--- src/rtl/tmr8_consts.vh ---
// Constants for the 8-bit timer with overflow and clear-on-match modes
`ifndef TMR8_CONSTS_VH
`define TMR8_CONSTS_VH
// Register byte addresses
`define TMR8_ADDR_CTRL      8'h00
`define TMR8_ADDR_COUNT     8'h04
`define TMR8_ADDR_COMPARE   8'h08
`define TMR8_ADDR_FLAGS     8'h0C
`define TMR8_ADDR_STATUS    8'h10
// Control register fields
`define TMR8_WGM_LSB        0
`define TMR8_COM_LSB        2
`define TMR8_CS_LSB         4
`define TMR8_DIR_BIT        7
`define TMR8_OVF_IE_BIT     8
`define TMR8_CMP_IE_BIT     9
`define TMR8_FORCE_BIT      10
// Flag register fields
`define TMR8_OVF_BIT        0
`define TMR8_CMP_BIT        1
// Waveform modes
`define TMR8_WGM_NORMAL     2'h0
`define TMR8_WGM_PCPWM      2'h1
`define TMR8_WGM_CTC        2'h2
`define TMR8_WGM_FPWM       2'h3
// Compare output actions
`define TMR8_COM_OFF        2'h0
`define TMR8_COM_TOGGLE     2'h1
`define TMR8_COM_CLEAR      2'h2
`define TMR8_COM_SET        2'h3
// Clock select codes
`define TMR8_CS_STOP        3'h0
`define TMR8_CS_DIV1        3'h1
`define TMR8_CS_DIV8        3'h2
`define TMR8_CS_DIV64       3'h3
`define TMR8_CS_DIV256      3'h4
`define TMR8_CS_DIV1024     3'h5
// Counter extremes and reset values
`define TMR8_MAX            8'hFF
`define TMR8_BOTTOM         8'h00
`define TMR8_CTRL_RST       11'h000
// Bus answers
`define TMR8_RESP_OKAY      2'h0
`define TMR8_RESP_SLVERR    2'h2
`endif

--- src/rtl/tmr8_top.v ---
// 8-bit timer/counter with overflow and clear-on-match modes, AXI4-Lite
//
// Register access over AXI4-Lite and the placing of the registers were decided locally.
`timescale 1ns/1ps
`include "tmr8_consts.vh"

module tmr8_top (
  input  wire        aclk,
  input  wire        aresetn,
  input  wire [7:0]  s_axi_awaddr,
  input  wire [2:0]  s_axi_awprot,
  input  wire        s_axi_awvalid,
  output wire        s_axi_awready,
  input  wire [31:0] s_axi_wdata,
  input  wire [3:0]  s_axi_wstrb,
  input  wire        s_axi_wvalid,
  output wire        s_axi_wready,
  output reg  [1:0]  s_axi_bresp,
  output reg         s_axi_bvalid,
  input  wire        s_axi_bready,
  input  wire [7:0]  s_axi_araddr,
  input  wire [2:0]  s_axi_arprot,
  input  wire        s_axi_arvalid,
  output wire        s_axi_arready,
  output reg  [31:0] s_axi_rdata,
  output reg  [1:0]  s_axi_rresp,
  output reg         s_axi_rvalid,
  input  wire        s_axi_rready,
  input  wire        overflow_ack,
  input  wire        compare_ack,
  output wire        overflow_irq,
  output wire        compare_irq,
  output reg         compare_output_pin,
  output wire        compare_output_oe
);

////////////////////////////////////////////////////////////////////////////
// State
reg  [10:0] ctrl_q;
reg  [7:0]  count_value_q;
reg  [7:0]  compare_value_q;
reg         overflow_flag_q;
reg         compare_match_flag_q;
reg         compare_output_q;
reg         block_q;
reg  [9:0]  presc_q;
reg  [7:0]  aw_addr_q;
reg         aw_have_q;
reg  [31:0] w_data_q;
reg  [3:0]  w_strb_q;
reg         w_have_q;

wire [1:0] waveform_mode_sel  = ctrl_q[`TMR8_WGM_LSB +: 2];
wire [1:0] compare_output_sel = ctrl_q[`TMR8_COM_LSB +: 2];
wire [2:0] clk_sel            = ctrl_q[`TMR8_CS_LSB +: 3];
wire       pwm_mode = waveform_mode_sel == `TMR8_WGM_PCPWM ||
                      waveform_mode_sel == `TMR8_WGM_FPWM;

////////////////////////////////////////////////////////////////////////////
// Prescaler: free-running divider, one tick per selected period
reg tick;
always @*
begin
  case (clk_sel)
    `TMR8_CS_DIV1:    tick = 1'b1;
    `TMR8_CS_DIV8:    tick = &presc_q[2:0];
    `TMR8_CS_DIV64:   tick = &presc_q[5:0];
    `TMR8_CS_DIV256:  tick = &presc_q[7:0];
    `TMR8_CS_DIV1024: tick = &presc_q[9:0];
    default:          tick = 1'b0;
  endcase
end

always @(posedge aclk)
begin
  if (!aresetn)
    presc_q <= 10'h000;
  else
    presc_q <= presc_q + 10'h001;
end

////////////////////////////////////////////////////////////////////////////
// Register bus: address and data may arrive in either order
wire wr_fire = aw_have_q && w_have_q && !s_axi_bvalid;
wire rd_fire = s_axi_arvalid && !s_axi_rvalid;
assign s_axi_awready = !aw_have_q && !s_axi_bvalid;
assign s_axi_wready  = !w_have_q && !s_axi_bvalid;
assign s_axi_arready = !s_axi_rvalid;

wire wr_ctrl  = wr_fire && aw_addr_q == `TMR8_ADDR_CTRL;
wire wr_count = wr_fire && aw_addr_q == `TMR8_ADDR_COUNT && w_strb_q[0];
wire wr_cmp   = wr_fire && aw_addr_q == `TMR8_ADDR_COMPARE && w_strb_q[0];
wire wr_flags = wr_fire && aw_addr_q == `TMR8_ADDR_FLAGS && w_strb_q[0];
wire wr_known = aw_addr_q == `TMR8_ADDR_CTRL ||
                aw_addr_q == `TMR8_ADDR_COUNT ||
                aw_addr_q == `TMR8_ADDR_COMPARE ||
                aw_addr_q == `TMR8_ADDR_FLAGS ||
                aw_addr_q == `TMR8_ADDR_STATUS;
wire force_stb = wr_ctrl && w_strb_q[1] &&
                 w_data_q[`TMR8_FORCE_BIT];
// A force written with new mode and select bits acts on the new ones,
// so one write can both set up and strike the output
wire [1:0] new_mode = w_strb_q[0] ? w_data_q[`TMR8_WGM_LSB +: 2] :
                                    waveform_mode_sel;
wire [1:0] new_sel  = w_strb_q[0] ? w_data_q[`TMR8_COM_LSB +: 2] :
                                    compare_output_sel;
wire       force_ok = force_stb && new_mode != `TMR8_WGM_PCPWM &&
                      new_mode != `TMR8_WGM_FPWM;

always @(posedge aclk)
begin
  if (!aresetn)
  begin
    aw_have_q    <= 1'b0;
    aw_addr_q    <= 8'h00;
    w_have_q     <= 1'b0;
    w_data_q     <= 32'h00000000;
    w_strb_q     <= 4'h0;
    s_axi_bvalid <= 1'b0;
    s_axi_bresp  <= `TMR8_RESP_OKAY;
  end
  else
  begin
    if (s_axi_awvalid && s_axi_awready)
    begin
      aw_have_q <= 1'b1;
      aw_addr_q <= {s_axi_awaddr[7:2], 2'b00};
    end
    if (s_axi_wvalid && s_axi_wready)
    begin
      w_have_q <= 1'b1;
      w_data_q <= s_axi_wdata;
      w_strb_q <= s_axi_wstrb;
    end
    if (wr_fire)
    begin
      aw_have_q    <= 1'b0;
      w_have_q     <= 1'b0;
      s_axi_bvalid <= 1'b1;
      s_axi_bresp  <= wr_known ? `TMR8_RESP_OKAY : `TMR8_RESP_SLVERR;
    end
    else if (s_axi_bready)
      s_axi_bvalid <= 1'b0;
  end
end

// Control bits are plain storage; output select acts at once
always @(posedge aclk)
begin
  if (!aresetn)
    ctrl_q <= `TMR8_CTRL_RST;
  else if (wr_ctrl)
  begin
    if (w_strb_q[0])
      ctrl_q[7:0] <= w_data_q[7:0];
    if (w_strb_q[1])
      ctrl_q[9:8] <= w_data_q[9:8];
  end
end

// No double buffer: the comparator sees a write on the next edge
always @(posedge aclk)
begin
  if (!aresetn)
    compare_value_q <= `TMR8_BOTTOM;
  else if (wr_cmp)
    compare_value_q <= w_data_q[7:0];
end

// Read data path, registered
wire [31:0] status_word = {31'h00000000, compare_output_q};
always @(posedge aclk)
begin
  if (!aresetn)
  begin
    s_axi_rvalid <= 1'b0;
    s_axi_rdata  <= 32'h00000000;
    s_axi_rresp  <= `TMR8_RESP_OKAY;
  end
  else if (rd_fire)
  begin
    s_axi_rvalid <= 1'b1;
    s_axi_rresp  <= `TMR8_RESP_OKAY;
    case ({s_axi_araddr[7:2], 2'b00})
      // Force bit is never stored, so it reads back as zero
      `TMR8_ADDR_CTRL:    s_axi_rdata <= {21'h000000, ctrl_q};
      `TMR8_ADDR_COUNT:   s_axi_rdata <= {24'h000000, count_value_q};
      `TMR8_ADDR_COMPARE: s_axi_rdata <= {24'h000000, compare_value_q};
      `TMR8_ADDR_FLAGS:
        s_axi_rdata <= {30'h00000000, compare_match_flag_q,
                        overflow_flag_q};
      `TMR8_ADDR_STATUS:  s_axi_rdata <= status_word;
      default:
      begin
        s_axi_rdata <= 32'h00000000;
        s_axi_rresp <= `TMR8_RESP_SLVERR;
      end
    endcase
  end
  else if (s_axi_rready)
    s_axi_rvalid <= 1'b0;
end

////////////////////////////////////////////////////////////////////////////
// Counter core
// Match blocking lasts until the next timer tick, even with clock stopped
wire match   = tick && !block_q &&
               count_value_q == compare_value_q;
wire at_max  = tick && count_value_q == `TMR8_MAX;
wire ctc     = waveform_mode_sel == `TMR8_WGM_CTC;
wire ctc_clr = ctc && match;
// Overflow: count passes max to zero (CTC clear at max also wraps)
wire ovf_evt = at_max;

always @(posedge aclk)
begin
  if (!aresetn)
  begin
    count_value_q <= `TMR8_BOTTOM;
    block_q       <= 1'b0;
  end
  else
  begin
    if (wr_count)
    begin
      count_value_q <= w_data_q[7:0];
      block_q       <= 1'b1;
    end
    else
    begin
      if (tick)
        block_q <= 1'b0;
      if (ctc_clr)
        count_value_q <= `TMR8_BOTTOM;
      else if (tick)
        // Missed tops fall through to wrap at max
        count_value_q <= count_value_q + 8'h01;
    end
  end
end

// Flags: hardware set wins over a same-cycle clear
wire ovf_clr = overflow_ack ||
               (wr_flags && w_data_q[`TMR8_OVF_BIT]);
wire cmp_clr = compare_ack ||
               (wr_flags && w_data_q[`TMR8_CMP_BIT]);
always @(posedge aclk)
begin
  if (!aresetn)
  begin
    overflow_flag_q      <= 1'b0;
    compare_match_flag_q <= 1'b0;
  end
  else
  begin
    if (ovf_evt)
      overflow_flag_q <= 1'b1;
    else if (ovf_clr)
      overflow_flag_q <= 1'b0;
    if (match)
      compare_match_flag_q <= 1'b1;
    else if (cmp_clr)
      compare_match_flag_q <= 1'b0;
  end
end

assign overflow_irq = overflow_flag_q && ctrl_q[`TMR8_OVF_IE_BIT];
assign compare_irq  = compare_match_flag_q &&
                      ctrl_q[`TMR8_CMP_IE_BIT];

////////////////////////////////////////////////////////////////////////////
// Compare output generator
reg       cmp_out_d;
reg [1:0] act_sel;
always @*
begin
  cmp_out_d = compare_output_q;
  act_sel   = force_ok ? new_sel : compare_output_sel;
  if ((!pwm_mode && match) || force_ok)
  begin
    case (act_sel)
      `TMR8_COM_TOGGLE: cmp_out_d = !compare_output_q;
      `TMR8_COM_CLEAR:  cmp_out_d = 1'b0;
      `TMR8_COM_SET:    cmp_out_d = 1'b1;
      default:          cmp_out_d = compare_output_q;
    endcase
  end
  else if (pwm_mode && compare_output_sel[1])
  begin
    // PWM: select bit 1 enables the output, bit 0 picks polarity; match and wrap set the edges
    if (match)
      cmp_out_d = compare_output_sel[0];
    else if (at_max)
      cmp_out_d = !compare_output_sel[0];
  end
end

always @(posedge aclk)
begin
  if (!aresetn)
    compare_output_q <= 1'b0;
  else
    compare_output_q <= cmp_out_d;
end

// Pin follows the internal level in every setting; direction and select only gate the enable
always @(posedge aclk)
begin
  if (!aresetn)
    compare_output_pin <= 1'b0;
  else
    compare_output_pin <= cmp_out_d;
end
assign compare_output_oe = ctrl_q[`TMR8_DIR_BIT] &&
                           compare_output_sel != `TMR8_COM_OFF;

endmodule // tmr8_top

--- config.mk ---
export PLATFORM = sky130hd
export DESIGN_NAME = tmr8_top
export DESIGN_NICKNAME = d
export VERILOG_FILES = /design/src/rtl/tmr8_top.v
export VERILOG_INCLUDE_DIRS = /design/src /design/src/rtl
export SDC_FILE = /design/constraint.sdc
export NUM_CORES = 1
export LEC_CHECK = 0
export BUFFER_PORTS_ARGS = -buffer_cell sky130_fd_sc_hd__buf_2
export CELL_PAD_IN_SITES_DETAIL_PLACEMENT = 0
export CELL_PAD_IN_SITES_GLOBAL_PLACEMENT = 1
export CORE_MARGIN = 10
export CORE_UTILIZATION = 39
export CTS_BUF_LIST = sky130_fd_sc_hd__clkbuf_2
export CTS_CLUSTER_SIZE = 30
export DETAILED_ROUTE_END_ITERATION = 8
export GPL_ROUTABILITY_DRIVEN = 0
export GPL_TIMING_DRIVEN = 1
export PLACE_DENSITY_LB_ADDON = 0.1
export SYNTH_ARGS = -nofsm -noshare
export SYNTH_HDL_FRONTEND = slang
export SYNTH_SLANG_ARGS = --single-unit
--- constraint.sdc ---
create_clock -name aclk -period 2.8 [get_ports aclk]
set_input_delay 0.28 -clock aclk [delete_from_list [all_inputs] [get_ports aclk]]
set_output_delay 0.28 -clock aclk [all_outputs]
set_load 0.05 [all_outputs]
==> results of run 1 <==
[worst min-delay path by stage]
stage	start	to	slack (ns)	depth (start not counted)
after floorplan	s_axi_arvalid	s_axi_rvalid	0.42	1
after global placement	block_q	block_q	0.45	2
after detailed placement	block_q	block_q	0.47	2
after CTS	s_axi_bready	s_axi_bvalid	0.02	3
after global routing	s_axi_bready	s_axi_bvalid	0.04	3
final	s_axi_bready	s_axi_bvalid	0.05	3
[logic make-up (layout without fill, tap and decap cells)]
logic type / Yosys count / in the layout
compound gates: 88 / 88
xor+xnor: 14 / 14
fa+ha+maj: 4 / 4
buf+inv: 55 / 108
flops: 75 / 75
mux: 26 / 26
other cells: 1 / 24
simple gates: 180 / 180
[state kept, by name, summed over array words and instances (netlist names), 2 cells and up]
| signal | cells |
|---|---|
| aw_addr_q | 6 |
| w_data_q | 11 |
| compare_value_q | 8 |
| w_strb_q | 2 |
| s_axi_rdata | 10 |
| count_value_q | 8 |
| ctrl_q | 10 |
| presc_q | 10 |
[cells in the final DEF, fill, tap and decap left out, drive strengths merged, types with 4 or more instances in the layout]
cell type     n
a22oi         9
or4           4
nand3b        6
nand2        57
nor2         14
nor3          4
a21oi        15
conb         24
buf          63
inv           8
xor2          4
o21ai        17
xnor2        10
and2         15
clkbuf       11
o211a         4
nor3b         4
dlygate4sd3  21
nand4         6
ha            4
a21boi       24
mux2i        22
nand3        22
dfxtp        75
nor2b        32
[cell type report]
class                           instances  area, sq um  area share (%)
Clock inverter                          5        101.3           2.224
Inverter                                8        30.03          0.6590
Multi-Input combinational cell        336         2155           47.28
Tap cell                              133        166.4           3.652
Timing Repair Buffer                   84        548.0           12.03
Clock buffer                           11        55.05           1.208
Sequential cell                        75         1501           32.95
[report_power, final]
| part | internal (W) | leakage, nW | total, W | switching [W] |
|---|---|---|---|---|
| logic | 0.0000994 | 1.15 | 0.000288 | 0.000189 |
| clock network | 0.000390 | 0.0898 | 0.000766 | 0.000376 |
| registers | 0.00110 | 0.609 | 0.00114 | 0.0000367 |
[metrics by stage]
step	hold slack, ns	instances	area, sq um	util (%)	worst slack (ns)
2_1_floorplan	0.4178	466	3951	-	0.05903
6_report	0.05336	652	4557	46.84	0.1903
3_3_place_gp	0.4549	615	4185	43.02	0.1719
4_1_cts	0.01703	652	4552	46.79	0.09972
3_5_place_dp	0.4676	615	4185	43.02	0.1454
5_1_grt	0.03670	652	4557	46.84	0.02577
[timing repair]
action                                  in CTS  in global routing
gates resized for setup                      0                  1
hold buffers                                21                  0
endpoints found under the setup margin       0                  1
hold endpoints to repair                    20                  0
[cell usage after synthesis, types with 3 or more instances]
cell and instances:
mux2i_1 22, and3_1 3, nand2b_1 3, a32oi_1 3, buf_4 24, a21boi_0 24, dfxtp_1 75, nand2_1 57
or4_1 3, ha_1 4, xor2_1 4, a21oi_1 14, nor3b_1 4, nor2b_1 32, nand4_1 6, nand3b_1 5
nor3_1 4, and4_1 3, nor2_1 12, xnor2_1 10, and2_1 14, inv_1 8, o211a_1 4, o21ai_0 17
clkbuf_1 20, a22oi_1 9, nand3_1 22
[worst max-delay path, stage by stage, from the launching register on]
cell	delay (ns)
dfxtp_1	0.50
nand3b_4	0.12
and4bb_2	0.31
or3b_1	0.45
mux2_2	0.32
ha_1	0.27
o21ai_0	0.10
or3_1	0.37
a21oi_1	0.12
[metal layers]
| layer | wire length [microns] | vias to the layer above |
|---|---|---|
| met5 | 0 | - |
| met4 | 83 | 0 |
| met3 | 613 | 7 |
| met2 | 4132 | 83 |
| met1 | 4864 | 1509 |
| li1 | - | 1638 |
==> flow_summary_export.csv, run 1 <==
group,metric,value,unit
worst_setup_path,crit_fanout,6,
sta,setup_viol,0,
floorplan,dieArea,14290,sq um
grt,grt-ovfl-total,0,
clock_network,post-cts-setup-buffers,0,
floorplan,die_x,119.6,microns
pwr,power.density,480.5,nW/um^2
worst_setup_path,setup.worst_path.start_class,"register",
pwr,p_total,0.002189,W
worst_setup_path,crit-reg2reg-launch,"w_have_q",
synth,synth_top_family_by_area,"simple AND/OR/NAND/NOR gates",
synth,synth.area.mux_share,7.446,%
final_layout,fill_cells,1007,
clock_network,cts_buffer_depth,2,
route,drt_iter0_drc,180,
sta,fin_setup_tns,0,ns
route,drt-total-wl,9693,microns
clock_network,clk_latency,0.51,ns
synth,synthAdderAreaFrac,1.295,%
worst_setup_path,rrSetupSlack,0.19,ns
pwr,peakVddDrop,0.2061,mV
synth,synth_edf_count,0,
floorplan,start_util,39.72,%
route,via_count,3237,
worst_setup_path,crit_start,"w_have_q",
worst_setup_path,required,3.27,ns
worst_setup_path,r2r_end,"compare_output_pin",
sta,rsz0062_at_grt,"no",
synth,ys_ff_latch,75,
place,place_hpwl,7224,microns
synth,synth-simple-area-share,25.51,%
synth,synth-xor-area-share,3.173,%
synth,yosys_most_used_dff,"dfxtp_1",
grt,grt_use_met1,19.54,%
grt,antenna_found_initial,0,
worst_setup_path,crit_arrival,3.08,ns
synth,postSynth.asyncResetShare,0,%
clock_network,cts_buffers,9,
worst_setup_path,crit_type,"register to register",
grt,grt_pass1_wl,16370,microns
synth,synth_largest_area_cell,"dfxtp_1",
status,outcome,"completed",
sta,layout_min_cycle_time,2.610,ns
final_layout,nNetsFinal,585,
synth,synth_area,3865,sq um
clock_network,cts.htree.levels,3,
route,route.detailed.drc,0,
sta,slew_headroom,59.53,%
clock_network,cts_root_buf,"clkbuf_2",
final_layout,num_antenna_cells,0,
pwr,p_leak,1.853,nW
floorplan,num_rows,36,
place,port-buffer-count,54,
synth,syn_inst,443,
synth,yosysUniqueCellTypes,54,
synth,synth_compound_area_share,15.86,%
worst_setup_path,endpoint,"compare_output_pin",
route,vias_per_cell,4.965,
sta,tightest_slew,0.6048,ns
sta,final_max_slew_viol_count,0,
grt,grt_pass1_vias,3226,
job,max_cap_violations,0,
route,firstDrtPassIters,5,
grt,use_met3,4.126,%
grt,grt_usage,13.54,%
floorplan,ios,112,
route,antenna_left,0,
worst_setup_path,r2r_cells,8,
final_layout,drive_above_1_share,17.73,%
clock_network,clock_sinks,75,
route,wl_per_cell,14.87,microns
grt,grt_max_degree,30,
synth,yosys-top-cells-area,"dfxtp_1, mux2i_1, nand2_1",
worst_setup_path,cp-end-kind,"register",
synth,synth_warnings,0,
grt,gr-usage-met2,19.19,%
clock_network,cts_tree,"done",
clock_network,clk_pin_slew_worst_paths,0.22,ns
sta,post-route-period-util,93.20,%
sta,hold_viol,0,
floorplan,core,9729,sq um
final_layout,area_delta_synth_final,17.90,%
synth,syn_avg_cell_area,8.725,sq um
synth,yosysSeqAreaShare,38.85,%
grt,busiest_layer,"met1",
floorplan,die_h,119.6,microns
sta,clock_skew,0.02401,ns
sta,fmax,383.2,MHz
worst_hold_path,min_path_type,"input port to register",
synth,yosys.area.top_type_share,38.85,%
No activity file was read; power rests on OpenSTA's default activity.
==> inputs of run 2 (changes only) <==
--- a/config.mk
+++ b/config.mk
@@ -10,7 +10,7 @@
 export CELL_PAD_IN_SITES_DETAIL_PLACEMENT = 0
 export CELL_PAD_IN_SITES_GLOBAL_PLACEMENT = 1
 export CORE_MARGIN = 10
-export CORE_UTILIZATION = 39
+export CORE_UTILIZATION = 36
 export CTS_BUF_LIST = sky130_fd_sc_hd__clkbuf_2
 export CTS_CLUSTER_SIZE = 30
 export DETAILED_ROUTE_END_ITERATION = 8
==> constraint.sdc (replaced) <==
create_clock -name aclk -period 2.33 [get_ports aclk]
set_input_delay 0.233 -clock aclk [delete_from_list [all_inputs] [get_ports aclk]]
set_output_delay 0.233 -clock aclk [all_outputs]
set_load 0.05 [all_outputs]
==> run 2 against run 1 <==
Against the previous run: the flow now finishes with violations (setup timing); combinational power is 35% higher; total power increased by 6.3%; global-route usage shrank 0.10 points; worst hold slack got worse by 0.00079 ns; wire length up 4.7%; count of clock-buffer cells in the layout up 1; final cell count up 4.3%; largest cell class unchanged.
==> flow_summary_export.csv, run 2 (synthesis results as in run 1) <==
group,metric,value,unit
status,violations,"setup timing",
pwr,p_leak,1.959,nW
pwr,p_total,0.002328,W
route,drt_iter0_drc,146,
final_layout,layout_commonest_cell,"dfxtp_1",
sta,setup_viol,1,
final_layout,final_cell_mix,"dfxtp_1, nand2_1, buf_2",
sta,final_max_slew_viol_count,0,
place,pre_cts_slack,-0.1823,ns
sta,rsz0062_at_grt,"yes",
route,via_count,3302,
floorplan,ios,112,
worst_setup_path,crit_type,"register to register",
grt,grt-ovfl-total,0,
place,place_hpwl,7659,microns
route,vias_per_cell,4.856,
final_layout,ff_latch_area,1508,sq um
clock_network,cts.htree.levels,3,
place,dp_cells,641,
clock_network,clock_sinks,75,
final_layout,drive_above_1_share,22.98,%
sta,fin_setup_tns,-0.1255,ns
final_layout,largest-register,"w_data_q",
sta,tightest_slew,0.5379,ns
route,firstDrtPassIters,5,
route,top_layer,"met4",
grt,grt_usage,13.44,%
route,wl_met3,555,microns
sta,post-route-period-util,105.4,%
floorplan,num_rows,37,
sta,slew_headroom,64.03,%
sta,fin_ws,-0.1255,ns
floorplan,core,10370,sq um
final_layout,num_antenna_cells,0,
place,port-buffer-count,54,
final_layout,multi_input_area,2192,sq um
final_layout,area_delta_synth_final,22.27,%
sta,clock_skew,0.05030,ns
grt,grt_max_degree,42,
floorplan,dieArea,15280,sq um
job,max_cap_violations,0,
worst_setup_path,cp-end-kind,"register",
pwr,peakVddDrop,0.2153,mV
route,wl_per_cell,14.92,microns
grt,grt_pass1_vias,3225,
clock_network,clk_pin_slew_worst_paths,0.21,ns
worst_hold_path,hold_start,"compare_ack",
worst_setup_path,crit-reg2reg-launch,"aw_addr_q[7]",
floorplan,start_util,37.27,%
route,drt-total-wl,10150,microns
worst_setup_path,crit_arrival,2.92,ns
sta,fmax,407.2,MHz
sta,fin_hold_ws,0.05257,ns
route,wl_met1,5182,microns
worst_setup_path,crit_start,"aw_addr_q[7]",
final_layout,largest_reg_flops,11,
floorplan,die_h,123.6,microns
route,antenna_left,0,
clock_network,cts_root_buf,"clkbuf_2",
clock_network,cts_buffer_depth,2,
grt,antenna_found_initial,0,
final_layout,nNetsFinal,611,
sta,hold_viol,0,
clock_network,cts_buffers,9,
clock_network,cts_tree,"done",
worst_hold_path,min_path_type,"input port to register",
route,wl_met2,4345,microns
status,outcome,"finished with violations",
floorplan,die_x,123.6,microns
sta,layout_min_cycle_time,2.456,ns
final_layout,fill_cells,1085,
worst_setup_path,required,2.79,ns
worst_setup_path,crit_fanout,3,
pwr,power.density,492.7,nW/um^2
worst_setup_path,setup.worst_path.start_class,"register",
grt,grt_pass1_wl,16440,microns
final_layout,instances_no_fill,680,
clock_network,clk_latency,0.53,ns
route,route.detailed.drc,0,
==> run 2: cell types whose count changed in the layout (fill, tap and decap cells not counted), moves of 2 or more <==
| cell | before | now |
|---|---|---|
| bufinv_16 | 3 | 0 |
| dlygate4sd3_1 | 21 | 23 |
| buf_4 | 9 | 33 |
| dfxtp_2 | 0 | 2 |
| dfxtp_1 | 75 | 72 |
==> run 2: path summary, 6_finish.rpt <==
check | endpoint | slack [ns] | depth (start not counted)
setup / recovery | compare_output_pin | -0.13 | 9
hold / removal | compare_match_flag_q | 0.05 | 4
setup reg to reg | compare_output_pin | -0.13 | 9
hold reg to reg | block_q | 0.49 | 2
==> run 2: layout make-up <==
cell class | instances | share of cell area (%)
Clock inverter | 3 | 0.3707
Tap cell | 136 | 3.601
Inverter | 8 | 0.6354
Clock buffer | 12 | 1.271
Sequential cell | 75 | 31.90
Timing Repair Buffer | 110 | 15.83
Multi-Input combinational cell | 336 | 46.39
==> run 2: through the flow <==
stage / utilization (%) / instance area [sq um]
floorplan: - / 3984
global placement: 42.29 / 4385
detailed placement: 42.29 / 4385
CTS: 45.42 / 4710
global route: 45.57 / 4726
finish: 45.57 / 4726
==> run 2: report_power, final <==
part / internal (W) / switching, W
Sequential: 0.00132 / 0.0000336
Clock: 0.000145 / 0.000440
Combinational: 0.000143 / 0.000245
==> run 2: timing repair <==
| action | 4_1_cts | 5_1_grt |
|---|---|---|
| endpoints found under the setup margin | 1 | 7 |
| pin swaps | 1 | 1 |
| gates resized for setup | 3 | 5 |
| endpoints found under the hold margin | 25 | 0 |
| cloned | 0 | 0 |
| buffers inserted | 1 | 0 |
| hold buffers | 23 | 0 |
==> run 2: critical path, stage by stage, from the launching register on <==
cell	delay [ns]
dfxtp_2	0.37
nor3_2	0.17
buf_4	0.14
and4bb_2	0.23
or3b_4	0.41
mux2_4	0.33
ha_4	0.26
o21ai_2	0.05
or3_1	0.32
a21oi_2	0.12
==> run 2: per-layer routing <==
layer  global-route usage (%)  up-vias
li1                         -     1697
met1                    19.13     1528
met2                    19.24       70
met3                    3.529        7
met4                    4.221        0
met5                        0        -
